## src/rtl/crd_pkg.sv

```systemverilog
// constants, register map and types for the clock request decoder
package crd_pkg;
  localparam int NCH = 4;
  localparam int ADDR_W = 3;
  localparam int DATA_W = 8;

  // timing, clock at 10 MHz
  localparam int CLK_PERIOD_NS = 100;
  localparam int GLITCH_NS = 300;
  localparam int GLITCH_CYC = (GLITCH_NS + CLK_PERIOD_NS - 1) / CLK_PERIOD_NS;
  localparam int RESET_MIN_NS = 500;
  localparam int RESET_MIN_CYC = (RESET_MIN_NS + CLK_PERIOD_NS - 1) / CLK_PERIOD_NS;

  // register offsets
  localparam logic [ADDR_W-1:0] OFS_POLARITY = 3'h0;
  localparam logic [ADDR_W-1:0] OFS_SW_REQ = 3'h1;
  localparam logic [ADDR_W-1:0] OFS_PRIORITY = 3'h2;
  localparam logic [ADDR_W-1:0] OFS_DRIVE = 3'h4;
  localparam logic [ADDR_W-1:0] OFS_STATUS = 3'h5;

  // field positions
  localparam int PRIO_LSB = 0;
  localparam int LDO_OVR_BIT = 4;
  localparam int LDO_ON_BIT = 5;
  localparam int STAT_MREQ_BIT = 4;
  localparam int STAT_RST_BIT = 5;
  localparam int STAT_BATT_BIT = 6;
  localparam int STAT_ANA_BIT = 7;

  // reset values
  localparam logic [NCH-1:0] POLARITY_RST = 4'h0;
  localparam logic [NCH-1:0] SW_REQ_RST = 4'h9;
  localparam logic [NCH-1:0] PRIORITY_RST = 4'h9;
  localparam logic [NCH-1:0] FORCED_MASK = 4'h9;
  localparam logic [1:0] LDO_CTRL_RST = 2'h0;

  typedef enum logic [1:0] {
    CRD_WIRED_OR = 2'b00,
    CRD_WIRED_AND = 2'b01,
    CRD_PUSH_PULL = 2'b10
  } crd_drive_type;

  localparam crd_drive_type DRIVE_RST = CRD_WIRED_OR;
endpackage

```

## src/rtl/crd_pin_filter.sv

```systemverilog
// three-flop pin synchroniser with an agreement hold filter
`timescale 1ns/100ps
module crd_pin_filter #(
  parameter int W = 1,
  parameter logic [W-1:0] INIT = '0,
  parameter int HOLD = 1
) (
  input wire logic clock,
  input wire logic rst_n,
  input wire logic [W-1:0] pin_in,
  output logic [W-1:0] level_q
);
  logic [W-1:0] s1_q;
  logic [W-1:0] s2_q;
  logic [W-1:0] s3_q;
  logic [W-1:0] level_d;
  logic [3:0] cnt_q [W];
  logic [3:0] cnt_d [W];

  // a new level counts only after HOLD agreeing cycles of stages two and three
  always_comb begin
    level_d = level_q;
    for (int i = 0; i < W; i++) begin
      cnt_d[i] = 4'h0;
      if (s2_q[i] == s3_q[i] && s3_q[i] != level_q[i]) begin
        if (cnt_q[i] == 4'(HOLD - 1)) begin
          level_d[i] = s3_q[i];
        end else begin
          cnt_d[i] = cnt_q[i] + 4'h1;
        end
      end
    end
  end

  always_ff @(posedge clock or negedge rst_n) begin
    if (!rst_n) begin
      s1_q <= INIT;
      s2_q <= INIT;
      s3_q <= INIT;
      level_q <= INIT;
      for (int i = 0; i < W; i++) begin
        cnt_q[i] <= 4'h0;
      end
    end else begin
      s1_q <= pin_in;
      s2_q <= s1_q;
      s3_q <= s2_q;
      level_q <= level_d;
      for (int i = 0; i < W; i++) begin
        cnt_q[i] <= cnt_d[i];
      end
    end
  end
endmodule

```

## src/rtl/crd_top.sv

```systemverilog
// clock request decoder: channel gating, master request, regulator enable
//
// The register addresses and the plain strobed port are this design's own decisions.
`timescale 1ns/100ps
// Function
// - reset restores channel 1 and 4 bits
// - priority bit picks pin or software request
// - control port ignored while reset held
// - reset pulses near 300 ns are rejected
// - per-channel polarity bit sets request level
// - requests active-high after power-up
// - active-high: high request runs clock
// - active-low: low request runs clock
// - software may override regulator control
// - decoder regulator on while any request
// - regulator needs battery, core, request or reset
// - no analog supply: clock outputs high-impedance
// - core power-up restores every default
// - outputs 1 and 4 run by default
// - master request wired-OR, configurable otherwise
module crd_top (
  input wire logic clock,
  input wire logic rst_n,
  input wire logic reset_pin_n,
  input wire logic [3:0] clock_request_inputs,
  input wire logic battery_supply_ok,
  input wire logic analog_supply_ok,
  input wire logic [2:0] reg_addr,
  input wire logic [7:0] reg_wdata,
  input wire logic reg_wr,
  input wire logic reg_rd,
  output logic [7:0] reg_rdata,
  output logic [3:0] buffered_clock_outputs_run,
  output logic [3:0] buffered_clock_outputs_oe,
  output logic master_req_out,
  output logic master_req_oe,
  output logic regulator_output_en
);
  logic [3:0] req_s;
  logic batt_s;
  logic ana_s;
  logic rst_pin_s;
  logic periph_rst;
  logic [3:0] active;
  logic any_active;

  // control registers
  logic [3:0] polarity_q;
  logic [3:0] polarity_d;
  logic [3:0] software_request_bits_q;
  logic [3:0] software_request_bits_d;
  logic [3:0] priority_q;
  logic [3:0] priority_d;
  logic [1:0] ldo_ctrl_q;
  logic [1:0] ldo_ctrl_d;
  crd_pkg::crd_drive_type drive_q;
  crd_pkg::crd_drive_type drive_d;
  logic [7:0] rdata_d;

  // output flops
  logic [3:0] run_d;
  logic [3:0] oe_d;
  logic mreq_d;
  logic mreq_q;
  logic mout_d;
  logic moe_d;
  logic ldo_d;

  // a request counts as active when it differs from its polarity bit
  function automatic logic [3:0] active_of(input logic [3:0] req, input logic [3:0] pol);
    active_of = req ^ pol;
  endfunction

  crd_pin_filter #(
    .W(1),
    .INIT(1'b1),
    .HOLD(crd_pkg::GLITCH_CYC)
  ) u_rst_filter (
    .clock(clock),
    .rst_n(rst_n),
    .pin_in(reset_pin_n),
    .level_q(rst_pin_s)
  );

  // requests and supply detects need only the plain synchroniser
  crd_pin_filter #(
    .W(6),
    .INIT(6'h00),
    .HOLD(1)
  ) u_pin_sync (
    .clock(clock),
    .rst_n(rst_n),
    .pin_in({analog_supply_ok, battery_supply_ok, clock_request_inputs}),
    .level_q({ana_s, batt_s, req_s})
  );

  assign periph_rst = ~rst_pin_s;
  assign active = active_of(req_s, polarity_q);
  assign any_active = |active;

  // register writes and peripheral reset forcing
  always_comb begin
    polarity_d = polarity_q;
    software_request_bits_d = software_request_bits_q;
    priority_d = priority_q;
    ldo_ctrl_d = ldo_ctrl_q;
    drive_d = drive_q;
    if (reg_wr && !periph_rst) begin
      if (reg_addr == crd_pkg::OFS_POLARITY) begin
        polarity_d = reg_wdata[3:0];
      end else if (reg_addr == crd_pkg::OFS_SW_REQ) begin
        software_request_bits_d = reg_wdata[3:0];
      end else if (reg_addr == crd_pkg::OFS_PRIORITY) begin
        priority_d = reg_wdata[crd_pkg::PRIO_LSB +: 4];
        ldo_ctrl_d = {reg_wdata[crd_pkg::LDO_ON_BIT], reg_wdata[crd_pkg::LDO_OVR_BIT]};
      end else if (reg_addr == crd_pkg::OFS_DRIVE) begin
        // reserved code keeps the previous mode
        if (reg_wdata[1:0] != 2'b11) begin
          drive_d = crd_pkg::crd_drive_type'(reg_wdata[1:0]);
        end
      end
    end
    // force channels 1 and 4 on
    if (periph_rst) begin
      priority_d = priority_d | crd_pkg::FORCED_MASK;
      software_request_bits_d = software_request_bits_d | crd_pkg::FORCED_MASK;
    end
  end

  // register reads, data valid only in the cycle after the strobe
  always_comb begin
    rdata_d = 8'h00;
    if (reg_rd && !periph_rst) begin
      if (reg_addr == crd_pkg::OFS_POLARITY) begin
        rdata_d = {4'h0, polarity_q};
      end else if (reg_addr == crd_pkg::OFS_SW_REQ) begin
        rdata_d = {4'h0, software_request_bits_q};
      end else if (reg_addr == crd_pkg::OFS_PRIORITY) begin
        rdata_d = {2'h0, ldo_ctrl_q[1], ldo_ctrl_q[0], priority_q};
      end else if (reg_addr == crd_pkg::OFS_DRIVE) begin
        rdata_d = {6'h00, drive_q};
      end else if (reg_addr == crd_pkg::OFS_STATUS) begin
        rdata_d = {ana_s, batt_s, periph_rst, mreq_q, active};
      end
    end
  end

  // channel gating, master request and regulator
  always_comb begin
    for (int i = 0; i < 4; i++) begin
      run_d[i] = ana_s & (priority_q[i] ? software_request_bits_q[i] : active[i]);
      oe_d[i] = ana_s;
    end
    // master request follows any active pin
    mreq_d = any_active;
    case (drive_q)
      crd_pkg::CRD_WIRED_AND: begin
        mout_d = 1'b0;
        moe_d = ~mreq_d;
      end
      crd_pkg::CRD_PUSH_PULL: begin
        mout_d = mreq_d;
        moe_d = 1'b1;
      end
      default: begin
        mout_d = 1'b1;
        moe_d = mreq_d;
      end
    endcase
    if (ldo_ctrl_q[0]) begin
      ldo_d = batt_s & ldo_ctrl_q[1];
    end else begin
      ldo_d = batt_s & (any_active | periph_rst);
    end
  end

  always_ff @(posedge clock or negedge rst_n) begin
    if (!rst_n) begin
      polarity_q <= crd_pkg::POLARITY_RST;
      software_request_bits_q <= crd_pkg::SW_REQ_RST;
      priority_q <= crd_pkg::PRIORITY_RST;
      ldo_ctrl_q <= crd_pkg::LDO_CTRL_RST;
      drive_q <= crd_pkg::DRIVE_RST;
      reg_rdata <= 8'h00;
      buffered_clock_outputs_run <= 4'h0;
      buffered_clock_outputs_oe <= 4'h0;
      mreq_q <= 1'b0;
      master_req_out <= 1'b1;
      master_req_oe <= 1'b0;
      regulator_output_en <= 1'b0;
    end else begin
      polarity_q <= polarity_d;
      software_request_bits_q <= software_request_bits_d;
      priority_q <= priority_d;
      ldo_ctrl_q <= ldo_ctrl_d;
      drive_q <= drive_d;
      reg_rdata <= rdata_d;
      buffered_clock_outputs_run <= run_d;
      buffered_clock_outputs_oe <= oe_d;
      mreq_q <= mreq_d;
      master_req_out <= mout_d;
      master_req_oe <= moe_d;
      regulator_output_en <= ldo_d;
    end
  end
endmodule

```

## config.mk

```make
export PLATFORM = sky130hd
export DESIGN_NAME = crd_top
export DESIGN_NICKNAME = d
export VERILOG_FILES = /design/src/rtl/crd_pkg.sv /design/src/rtl/crd_pin_filter.sv /design/src/rtl/crd_top.sv
export SDC_FILE = /design/constraint.sdc
export NUM_CORES = 1
export LEC_CHECK = 0
export ABC_AREA = 1
export BUFFER_PORTS_ARGS = -buffer_cell sky130_fd_sc_hd__buf_2
export CAP_MARGIN = 15
export CORE_UTILIZATION = 40
export DETAILED_ROUTE_END_ITERATION = 8
export GPL_ROUTABILITY_DRIVEN = 1
export SLEW_MARGIN = 20
export SYNTH_ARGS = -nofsm -noshare
export SYNTH_HDL_FRONTEND = slang
export SYNTH_SLANG_ARGS = --single-unit
```

## constraint.sdc

```tcl
create_clock -name clock -period 1.7 [get_ports clock]
set_input_delay 0.085 -clock clock [delete_from_list [all_inputs] [get_ports clock]]
set_output_delay 0.085 -clock clock [all_outputs]
set_load 0.02 [all_outputs]
```

* After elaboration in Yosys (flattened, before gate mapping)
Cells that the tools add are included.
** Cells by class
- Bitwise gates (word level) :: 13
- Reductions and logical operators :: 29
- Equality and inequality tests :: 27
- Add/subtract/negate cells :: 7
- Mux-type cells :: 36
** Operators with widths (count)
- $mux W4 :: 23
- $mux W8 :: 6
- $add A4 B1 Y4 const B :: 7
- $logic_not A4 Y1 :: 6
- $reduce_and A2 Y1 :: 8
- $ne A2 B2 Y1 const B :: 6
- $logic_and A1 B1 Y1 :: 9
- $reduce_and A4 Y1 :: 2
- $eq A1 B1 Y1 :: 7
- $ne A1 B1 Y1 :: 7
- $and A1 B1 Y1 :: 6
- $eq A3 B3 Y1 const B :: 2
- $reduce_and A6 Y1 :: 1
- $mux W1 :: 5
- $not A1 Y1 :: 5
- $eq A4 B2 Y1 const B :: 1
- $pmux W1 S2 :: 2
- $reduce_or A4 Y1 :: 1
- $xor A4 B4 Y4 :: 1
- $eq A3 B1 Y1 const B :: 1
- $eq A3 B2 Y1 const B :: 1
- $logic_not A3 Y1 :: 1
- $reduce_and A3 Y1 :: 1
- $eq A2 B1 Y1 const B :: 1
- other kinds (2) :: 2
** Storage, ports and cells
- Word-level logic and storage cells :: 146
- Output and inout port bits :: 19
- Register bits :: 89

* Depth between registers and ports, before layout
Gate-level depths: netlist (run 1).
- Depth in word-level cells :: 7
- Gate-level depth with buffers :: 8
- Mapped depth without buffers :: 8

* Cells and area by module
From an unflattened synthesis (run 1), not the netlist that was laid out.
** Second synthesis, totals
- Cells, all modules :: 434
- Area, all modules :: 4058.9 µm²
** By module, submodules not included
- crd_pin_filter (u_pin_sync) :: cells each 210, instances 1, area an instance 2087.0 µm²
- crd_top :: cells each 191, instances 1, area an instance 1587.8 µm²
- crd_pin_filter (u_rst_filter) :: cells each 33, instances 1, area an instance 384.1 µm²

* Worst setup path after synthesis (run 1)
Ideal clock, no wire load.
- Path type :: reg-to-reg
- From :: register u_rst_filter.level_q
- To :: register ldo_ctrl_q[0]
- Data required time :: 1575 ps
- Path slack :: 469 ps
- Stages on the path, launching flop included :: 5
- Arrival :: 1106 ps
- Clock period less this slack :: 1231 ps
- Cells stage by stage :: dfstp_2 nand2_1 inv_1 nand2_4 mux2_4
** On the way
- Longest elaborated chain between the ends :: 2
** Ends and longest elaborated chain
- start: declaration :: RTL line crd_pin_filter.sv:11 : output logic [W-1:0] level_q
- start signal: assignment :: RTL line crd_pin_filter.sv:48 : level_q <= level_d;
- $logic_and A1 B1 Y1 :: RTL line crd_top.sv:108 : if (reg_wr && !periph_rst) begin
- $reduce_and A4 Y1 (no source line)
- end signal: assignment :: RTL line crd_top.sv:182 : ldo_ctrl_q <= crd_pkg::LDO_CTRL_RST;
- end signal: assignment :: RTL line crd_top.sv:195 : ldo_ctrl_q <= ldo_ctrl_d;
- end: declaration :: RTL line crd_top.sv:54 : logic [1:0] ldo_ctrl_q;
Every way passes these cells.
A chain may end at the register's enable or synchronous reset.

* Worst setup path after layout (run 1)
- From :: register u_rst_filter.level_q
- To :: register polarity_q[3]
** On the way
- Longest elaborated chain between the ends :: 2
** Ends and longest elaborated chain
- $logic_and A1 B1 Y1 :: RTL line crd_top.sv:108
- $reduce_and A2 Y1 (no source line)
- end signal: assignment :: RTL line crd_top.sv:179 : polarity_q <= crd_pkg::POLARITY_RST;
- end signal: assignment :: RTL line crd_top.sv:192 : polarity_q <= polarity_d;
- end: declaration :: RTL line crd_top.sv:48 : logic [3:0] polarity_q;
Every way passes these cells.

==> results.sh, run 1 <==
export IMPL_status="finished, final reports clean"
export IMPL_maxCapViolCount=0
export IMPL_drc_errors=0
export IMPL_fmax_ghz=0.722
export IMPL_cpLargestDelayFamily="flip-flops"
export IMPL_overflow=0
export IMPL_sw_frac_of_total_pct=30.4
export IMPL_fin_crit_ps=1380
export IMPL_intPower_mw=3.57
export IMPL_clk_path_buf_depth=2
export IMPL_ios=41
export IMPL_clk_pin_slew_worst_paths_ps=80
export IMPL_endpoint_kind="register"
export IMPL_crit_buf_inv=1
export IMPL_syn_instance_count=401
export IMPL_cp_arrival_ps=1620
export IMPL_first_global_vias=2604
export IMPL_worst_pin_slew_ps=428
export IMPL_switchingPower_mw=1.56
export IMPL_finalCritPeriodShare_pct=81.4
export IMPL_initial_core_util_pct=41.3
export IMPL_power_frac_seq_pct=51.3
export IMPL_fin_tns_setup_ps=0
export IMPL_drt_total_wl_mm=6.81
export IMPL_ys_seq_area_share_pct=58.7
export IMPL_clk_latency_ps=350
export IMPL_cts_tree="yes"
export IMPL_start_kind="register"
export IMPL_gp_congestion=0.823
export IMPL_drtPass1Iterations=4
export IMPL_dieWidth_um=99.6
export IMPL_min_from="reg_wdata[5]"
export IMPL_vdd_drop_max_uv=367
export IMPL_via_per_inst=4.50
export IMPL_synth_most_common_cell="dfrtp_1"
export IMPL_rsz0062_at_grt="no"
export IMPL_grt_pass1_wl_mm=11.6
export IMPL_post_route_util_pct=48.5
export IMPL_crit_path_start="u_rst_filter.level_q"
export IMPL_drive_gt1_share_pct=15.1
export IMPL_rows=35
export IMPL_cts_buffers=9
export IMPL_syn_area_um2=3810
export IMPL_nets=498
export IMPL_pwr_share_clk_pct=28.2
export IMPL_power_density_nw_per_um2=1150
export IMPL_synth_distinct_cells=24
export IMPL_antenna_found_initial=0
export IMPL_combPwrFrac_pct=20.4
export IMPL_slew_violations=0
export IMPL_num_vias=2675
export IMPL_criticalPathCategory="register to register"
export IMPL_synth_top_area_share_pct=52.5
export IMPL_core_um2=9240
export IMPL_post_place_ws_ps=323
export IMPL_leakage_nw=2.27
export IMPL_die_y_um=99.6
export IMPL_dieArea_um2=9930
export IMPL_avgSynthCellArea_um2=9.51
export IMPL_place_hpwl_mm=4.95
export IMPL_synth_flop_cell="dfrtp_1"
export IMPL_final_setup_worst_slack_ps=316
export IMPL_finalSetupViolations=0
export IMPL_synthToLayoutAreaGrowth_pct=17.5
export IMPL_slowest_delay_ps=590
export IMPL_hold_class="input pin to register"
export IMPL_n_antenna_cell=0
export IMPL_async_flop_share_pct=100
export IMPL_critical_path_peak_fanout=8
export IMPL_clock_sinks=89
export IMPL_ys_warn_count=0
export IMPL_grt_usage_pct=15.3
export IMPL_slew_headroom_pct=71.5
export IMPL_cp_required_ps=1940
export IMPL_cts_max_level=3
export IMPL_drtIter0Drc=120
export IMPL_syn_num_nets=439
export IMPL_grt_max_degree=34
export IMPL_wl_per_cell_um=11.5
export IMPL_worstPathCellList="nand2_1, inv_1, nand3_1, nor2_1, a21oi_1"
export IMPL_synth_edf_count=0
export IMPL_fin_skew_ps=10.9
export IMPL_worst_path_max_delay_cell="dfstp_2"
export IMPL_synth_largest_area_cell="dfrtp_1"
export IMPL_worstReg2RegStart="u_rst_filter.level_q"
export IMPL_ant_nets=0
export IMPL_synth_area_top_cells="dfrtp_1 53%, nand2_1 7.5%, dfstp_2 6.2%"
export IMPL_io_buffers=38
export IMPL_ys_seq_elements=89
export IMPL_hold_viol_final=0
export IMPL_root_buffer="clkbuf_8"
export IMPL_synth_common_cells="80 x dfrtp_1, 76 x nand2_1, 62 x inv_1, 59 x nor2_1, 26 x o21ai_0"
[per-layer routing]
layer / global-route usage, % / vias up / wire, um
met1: 18.9 / 1256 / 3140
met4: 5.43 / 0 / 91
met2: 24.6 / 51 / 3260
li1: - / 1361 / -
met3: 5.97 / 7 / 322
met5: 0 / - / 0
[cells in the final DEF, fill, tap and decap left out, drive strengths merged, types with 9 or more instances in the layout]
master and instances:
a21oi 15, o21ai 26, dfrtp 80, nor2 60, ha 16, nand2 77
buf 41, clkbuf 14, nand3 12, dlygate4sd3 10, dfstp 9, inv 64
[through the flow]
stage	cell area, um2	instances	hold slack (ps)	total power [mW]
detailed placement	4180	568	62.6	3.71
global route	4480	594	7.75	5.48
CTS	4480	594	0.327	5.22
floorplan	3810	401	-211	3.36
global placement	4180	568	56.1	3.68
finish	4480	594	23.5	5.13
[flip-flops by register name (all words and copies together), names as in the netlist, 2 cells and up]
register / flops
u_pin_sync.cnt_q: 24
reg_rdata: 8
u_pin_sync.level_q: 6
u_pin_sync.s1_q: 6
u_pin_sync.s2_q: 6
u_pin_sync.s3_q: 6
buffered_clock_outputs_run: 4
polarity_q: 4
priority_q: 4
software_request_bits_q: 4
u_rst_filter.cnt_q: 4
drive_q: 2
ldo_ctrl_q: 2
[cell type report]
type                            count  area [um2]
Sequential cell                    89        2240
Clock buffer                       14         163
Multi-Input combinational cell    245        1310
Timing Repair Buffer               51         328
Fill cell                         913        4760
Tap cell                          129         161
Inverter                           64         240
Clock inverter                      2        37.5
[logic make-up (layout without fill, tap and decap cells)]
| kind of cell | count (synthesis) | after routing | share of synthesized area, % |
|---|---|---|---|
| flip-flops | 89 | 89 | 58.7 |
| multiplexers | 1 | 1 | 0.394 |
| adder cells (fa/ha/maj) | 16 | 16 | 5.25 |
| XOR/XNOR | 15 | 15 | 3.45 |
| AO/OA/AOI/OAI | 56 | 56 | 8.20 |
| AND/OR/NAND/NOR | 157 | 157 | 17.1 |
| buffers and inverters | 67 | 131 | 6.89 |
[timing repair]
| item | CTS | global route |
|---|---|---|
| hold buffers | 10 | 0 |
| endpoints found under the setup margin | 0 | 0 |
| buffers inserted | 0 | 0 |
| gates resized for setup | 0 | 0 |
| endpoints found under the hold margin | 40 | 0 |
[worst register-to-register path, stage by stage, from the launching register on]
cell,delay [ps]
dfstp_2,590
nand2_1,80
inv_1,130
nand3_1,260
nor2_1,160
a21oi_1,50
[worst paths after layout]
| kind | to | slack (ps) | cells after the start |
|---|---|---|---|
| worst max-delay path | polarity_q[3] | 320 | 5 |
| worst min-delay path | ldo_ctrl_q[1] | 20 | 3 |
| worst max register to register | polarity_q[3] | 320 | 5 |
| worst min register to register | u_pin_sync.s2_q[4] | 340 | 0 |
| max in group asynchronous | master_req_out | 920 | 3 |
| min in group asynchronous | u_pin_sync.s1_q[0] | 200 | 2 |
[power groups by stage]
stage          combinational, mW  sequential [mW]  clock (mW)
2_1_floorplan              0.635             2.73           0
3_3_place_gp                1.01             2.67           0
3_5_place_dp                1.04             2.67           0
4_1_cts                     1.06             2.63        1.52
5_1_grt                     1.21             2.68        1.59
6_report                    1.05             2.63        1.45
No activity file was read; power rests on OpenSTA's default activity.
==> run 2, diff against run 1 <==
==> constraint.sdc (replaced) <==
create_clock -name clock -period 1.2 [get_ports clock]
set_input_delay 0.06 -clock clock [delete_from_list [all_inputs] [get_ports clock]]
set_output_delay 0.06 -clock clock [all_outputs]
set_load 0.02 [all_outputs]
==> results.sh, run 2 (synthesized netlist as in run 1, its figures left out) <==
export IMPL_final_common_cell="dfrtp_1"
export IMPL_hold_class="input pin to async pin"
export IMPL_cpLargestDelayFamily="flip-flops"
export IMPL_drc_errors=0
export IMPL_mostFrequentLayoutCells="80 x dfrtp_1, 64 x nand2_1, 48 x inv_1"
export IMPL_worstReg2RegStart="u_rst_filter.level_q"
export IMPL_fin_crit_ps=1260
export IMPL_clock_sinks=89
export IMPL_hold_viol_final=0
export IMPL_grt_pass1_wl_mm=12.0
export IMPL_crit_buf_inv=1
export IMPL_worst_path_max_delay_cell="dfstp_2"
export IMPL_ios=41
export IMPL_first_global_vias=2614
export IMPL_drtIter0Drc=72
export IMPL_endpoint_kind="register"
export IMPL_dieWidth_um=99.6
export IMPL_status="finished, violations left"
export IMPL_worst_pin_slew_ps=468
export IMPL_largest_reg_flops=24
export IMPL_vdd_drop_max_uv=818
export IMPL_initial_core_util_pct=41.3
export IMPL_clk_pin_slew_worst_paths_ps=80
export IMPL_dieArea_um2=9930
export IMPL_final_cells=620
export IMPL_slew_headroom_pct=68.8
export IMPL_rsz0062_at_grt="yes"
export IMPL_finalSetupViolations=12
export IMPL_slowest_delay_ps=600
export IMPL_cp_required_ps=1440
export IMPL_finalCritPeriodShare_pct=105
export IMPL_cp_num_cells=4
export IMPL_ant_nets=0
export IMPL_post_place_ws_ps=-70.8
export IMPL_reg_top3="u_pin_sync.cnt_q (24), reg_rdata (8)"
export IMPL_crit_path_frequent_cell="nand2_4"
export IMPL_core_um2=9240
export IMPL_r2r_end="ldo_ctrl_q[0]"
export IMPL_wl_per_cell_um=11.6
export IMPL_die_y_um=99.6
export IMPL_cts_buffers=9
export IMPL_root_buffer="clkbuf_8"
export IMPL_r2r_cells=4
export IMPL_maxCapViolCount=0
export IMPL_drtPass1Iterations=4
export IMPL_via_per_inst=4.50
export IMPL_antenna_found_initial=0
export IMPL_start_kind="register"
export IMPL_regMostFlops="u_pin_sync.cnt_q"
export IMPL_slew_violations=0
export IMPL_violations="negative setup slack"
export IMPL_drt_total_wl_mm=7.22
export IMPL_fin_tns_setup_ps=-372
export IMPL_rows=35
export IMPL_worstPathCellList="nand2_4, inv_4, nand2_4, mux2_4"
export IMPL_dp_cells=584
export IMPL_critical_path_peak_fanout=5
export IMPL_clk_latency_ps=350
export IMPL_final_setup_worst_slack_ps=-64.7
export IMPL_place_hpwl_mm=4.98
export IMPL_power_density_nw_per_um2=1620
export IMPL_io_buffers=38
export IMPL_post_route_util_pct=52.7
export IMPL_cp_arrival_ps=1500
export IMPL_overflow=0
export IMPL_fin_skew_ps=14.8
export IMPL_nets=524
export IMPL_drive_gt1_share_pct=30.1
export IMPL_gp_congestion=0.877
export IMPL_fmax_ghz=0.791
export IMPL_cts_tree="yes"
export IMPL_clk_path_buf_depth=2
export IMPL_num_vias=2787
export IMPL_leakage_nw=2.42
export IMPL_grt_max_degree=89
export IMPL_synthToLayoutAreaGrowth_pct=27.8
export IMPL_criticalPathCategory="register to register"
export IMPL_n_antenna_cell=0
export IMPL_cts_max_level=3
export IMPL_grt_usage_pct=15.7
export IMPL_reg2reg_slack_ps=-60
[run 2: changes by cell type in the layout (fill, tap and decap cells not counted), sizes merged]
cell         previous run  this run
dlygate4sd3            10        12
buf                    41        65
clkbuf                 14        11
clkinv                  0         3
[run 2: repair_timing]
action,4_1_cts,5_1_grt
setup buffers,1,7
hold buffers,12,0
pin swaps,2,12
endpoints found under the hold margin,94,0
gates resized for setup,12,66
endpoints found under the setup margin,18,35
[run 2: worst max path at each step]
stage / start / end
global route: u_rst_filter.level_q / u_rst_filter.level_q
detailed placement: u_rst_filter.level_q / polarity_q[0]
CTS: u_rst_filter.level_q / ldo_ctrl_q[0]
floorplan: u_rst_filter.level_q / ldo_ctrl_q[0]
global placement: u_rst_filter.level_q / polarity_q[3]
finish: u_rst_filter.level_q / ldo_ctrl_q[0]
[run 2: final cells by class]
| class | instances | area [um2] |
|---|---|---|
| multi-input cells | 245 | 1480 |
| clock inverters | 5 | 56.3 |
| clock buffers | 11 | 141 |
| fillers | 861 | 4370 |
| repair buffers | 77 | 554 |
| flip-flops and latches | 89 | 2240 |
| inverters | 64 | 243 |
| well taps | 129 | 161 |
[run 2: through the flow]
| stage | power (mW) | area [um2] | hold slack [ps] |
|---|---|---|---|
| after detailed placement | 5.52 | 4300 | -145 |
| after global placement | 5.48 | 4300 | -146 |
| after floorplan | 4.76 | 3810 | -236 |
| final | 7.88 | 4870 | 30.0 |
| after CTS | 7.67 | 4650 | 10.3 |
| after global routing | 8.40 | 4870 | 15.5 |
[run 2: per-layer routing]
metal  part of all wire, %  track usage, %
met5                     0               0
met1                    47            21.4
met3                   3.5            4.22
met2                    48            24.5
met4                   1.2            5.09
[run 2: report_power, final]
group | leakage (nW) | switching [mW] | internal [mW] | total, mW
Combinational | 1.20 | 1.17 | 0.904 | 2.08
Sequential | 1.13 | 0.309 | 3.45 | 3.76
Clock | 0.0993 | 1.03 | 1.02 | 2.05
[run 2: worst register-to-register path: stages (launching register included)]
cell and delay (ps):
dfstp_2 600, nand2_4 80, inv_4 90, nand2_4 90, mux2_4 310
==> run 3, diff against run 2 <==
--- a/config.mk
+++ b/config.mk
@@ -8,9 +8,12 @@
 export ABC_AREA = 1
 export BUFFER_PORTS_ARGS = -buffer_cell sky130_fd_sc_hd__buf_2
 export CAP_MARGIN = 15
+export CELL_PAD_IN_SITES_DETAIL_PLACEMENT = 1
+export CELL_PAD_IN_SITES_GLOBAL_PLACEMENT = 1
 export CORE_UTILIZATION = 40
 export DETAILED_ROUTE_END_ITERATION = 8
 export GPL_ROUTABILITY_DRIVEN = 1
+export PLACE_DENSITY_LB_ADDON = 0.1
 export SLEW_MARGIN = 20
 export SYNTH_ARGS = -nofsm -noshare
 export SYNTH_HDL_FRONTEND = slang
==> results.sh, run 3 (synthesized netlist as in run 1, its figures left out) <==
export IMPL_slowest_delay_ps=580
export IMPL_slew_headroom_pct=75.3
export IMPL_rows=35
export IMPL_initial_core_util_pct=41.3
export IMPL_endpoint="ldo_ctrl_q[0]"
export IMPL_clk_pin_slew_worst_paths_ps=90
export IMPL_overflow=0
export IMPL_num_vias=2921
export IMPL_finalSetupViolations=14
export IMPL_top_usage_layer="met2"
export IMPL_maxCapViolCount=0
export IMPL_regMostFlops="u_pin_sync.cnt_q"
export IMPL_cp_required_ps=1460
export IMPL_worstPathCellList="nand2_2, inv_2, nand2_4, mux2_4"
export IMPL_clock_sinks=89
export IMPL_drt_total_wl_mm=8.40
export IMPL_crit_path_start="u_rst_filter.level_q"
export IMPL_min_from="reg_wdata[2]"
export IMPL_core_um2=9240
export IMPL_leakage_nw=2.41
export IMPL_critical_path_peak_fanout=4
export IMPL_fmax_ghz=0.795
export IMPL_reg_top3="u_pin_sync.cnt_q (24), reg_rdata (8)"
export IMPL_n_antenna_cell=0
export IMPL_drive_gt1_share_pct=31.1
export IMPL_drc_errors=0
export IMPL_mostFrequentLayoutCells="80 x dfrtp_1, 61 x nand2_1, 47 x inv_1"
export IMPL_r2r_end="ldo_ctrl_q[0]"
export IMPL_grt_max_degree=38
export IMPL_slew_violations=0
export IMPL_criticalPathCategory="register to register"
export IMPL_met1_usage_pct=23.9
export IMPL_cp_arrival_ps=1520
export IMPL_synthToLayoutAreaGrowth_pct=27.7
export IMPL_finalHoldWorstSlack_ps=30.1
export IMPL_cts_max_level=3
export IMPL_worstReg2RegStart="u_rst_filter.level_q"
export IMPL_antenna_found_initial=0
export IMPL_hold_viol_final=0
export IMPL_first_global_vias=3044
export IMPL_wl_per_cell_um=13.5
export IMPL_clk_path_buf_depth=2
export IMPL_cts_tree="yes"
export IMPL_r2r_cells=4
export IMPL_status="finished, violations left"
export IMPL_met2_usage_pct=31.3
export IMPL_gp_congestion=0.764
export IMPL_grt_usage_pct=18.9
export IMPL_place_hpwl_mm=6.14
export IMPL_clk_latency_ps=370
export IMPL_worst_path_max_delay_cell="dfstp_2"
export IMPL_die_y_um=99.6
export IMPL_via_per_inst=4.68
export IMPL_met3_usage_pct=3.87
export IMPL_dieArea_um2=9930
export IMPL_final_cells=624
export IMPL_final_common_cell="dfrtp_1"
export IMPL_violations="negative setup slack"
export IMPL_grt_pass1_wl_mm=14.2
export IMPL_fin_tns_setup_ps=-490
export IMPL_endpoint_kind="register"
export IMPL_worst_pin_slew_ps=370
export IMPL_drtIter0Drc=113
export IMPL_dieWidth_um=99.6
export IMPL_start_kind="register"
export IMPL_largest_reg_flops=24
export IMPL_fillerInstances=1089
export IMPL_nets=528
export IMPL_whs_path_depth=3
export IMPL_ios=41
export IMPL_dp_cells=589
export IMPL_rsz0062_at_grt="yes"
export IMPL_power_density_nw_per_um2=1620
export IMPL_io_buffers=38
export IMPL_ant_nets=0
export IMPL_root_buffer="clkbuf_8"
export IMPL_finalCritPeriodShare_pct=105
export IMPL_cts_buffers=9
export IMPL_fin_skew_ps=9.56
export IMPL_reg2reg_slack_ps=-60
export IMPL_drtPass1Iterations=4
export IMPL_vdd_drop_max_uv=595
export IMPL_hold_class="input pin to register"
export IMPL_final_setup_worst_slack_ps=-57.3
export IMPL_fin_crit_ps=1260
export IMPL_post_place_ws_ps=-109
==> run 3: changes by cell type in the layout (fill, tap and decap cells not counted), sizes merged <==
cell	delta
inv	+1
clkbuf	-1
bufinv	-1
buf	+4
clkinvlp	+1
==> run 3: repair_timing <==
| item | in CTS | in global routing |
|---|---|---|
| setup buffers | 1 | 6 |
| hold buffers | 12 | 0 |
| pin swaps | 1 | 16 |
| endpoints found under the setup margin | 28 | 38 |
| endpoints found under the hold margin | 95 | 0 |
| resized for setup | 16 | 56 |
==> run 3: worst max-delay path, delay by kind of cell, from the launching register on <==
| kind | cells | cell delay, ps |
|---|---|---|
| mux | 1 | 310 |
| simple gates | 2 | 160 |
| buf+inv | 1 | 100 |
| flops | 1 | 580 |
==> run 3: worst min-delay path by stage <==
stage / end / slack [ps]
6_report: polarity_q[2] / 30
3_5_place_dp: u_pin_sync.cnt_q[16] / 5
5_1_grt: software_request_bits_q[2] / 50
2_1_floorplan: buffered_clock_outputs_oe[0] / -240
4_1_cts: polarity_q[2] / 20
3_3_place_gp: u_pin_sync.cnt_q[16] / 1
==> run 3: cell type report <==
| cell class | instances | area, um2 | area share [%] |
|---|---|---|---|
| clock buffers | 10 | 138 | 2.83 |
| multi-input cells | 245 | 1470 | 30.1 |
| repair buffers | 81 | 582 | 12.0 |
| clock inverters | 6 | 42.5 | 0.874 |
| flip-flops and latches | 89 | 2240 | 46.0 |
| well taps | 129 | 161 | 3.32 |
| inverters | 64 | 240 | 4.93 |
==> run 3: layer usage <==
| layer | share of wire [%] | vias to the layer above |
|---|---|---|
| li1 | - | 1426 |
| met1 | 47 | 1448 |
| met3 | 2.5 | 11 |
| met5 | 0 | - |
| met4 | 1.8 | 0 |
| met2 | 49 | 36 |
==> run 3: through the flow <==
| step | cell area (um2) | utilization [%] | power, mW |
|---|---|---|---|
| after floorplan | 3810 | - | 4.76 |
| after global placement | 4350 | 47.1 | 5.58 |
| after detailed placement | 4350 | 47.1 | 5.65 |
| after CTS | 4680 | 50.7 | 7.69 |
| after global routing | 4870 | 52.7 | 8.38 |
| final | 4870 | 52.7 | 7.87 |
==> run 3: power by group <==
part / switching [mW] / total, mW / internal, mW / leakage [nW]
Combinational: 1.22 / 2.18 / 0.961 / 1.20
Sequential: 0.328 / 3.77 / 3.45 / 1.13
Clock: 1.10 / 1.91 / 0.812 / 0.0887
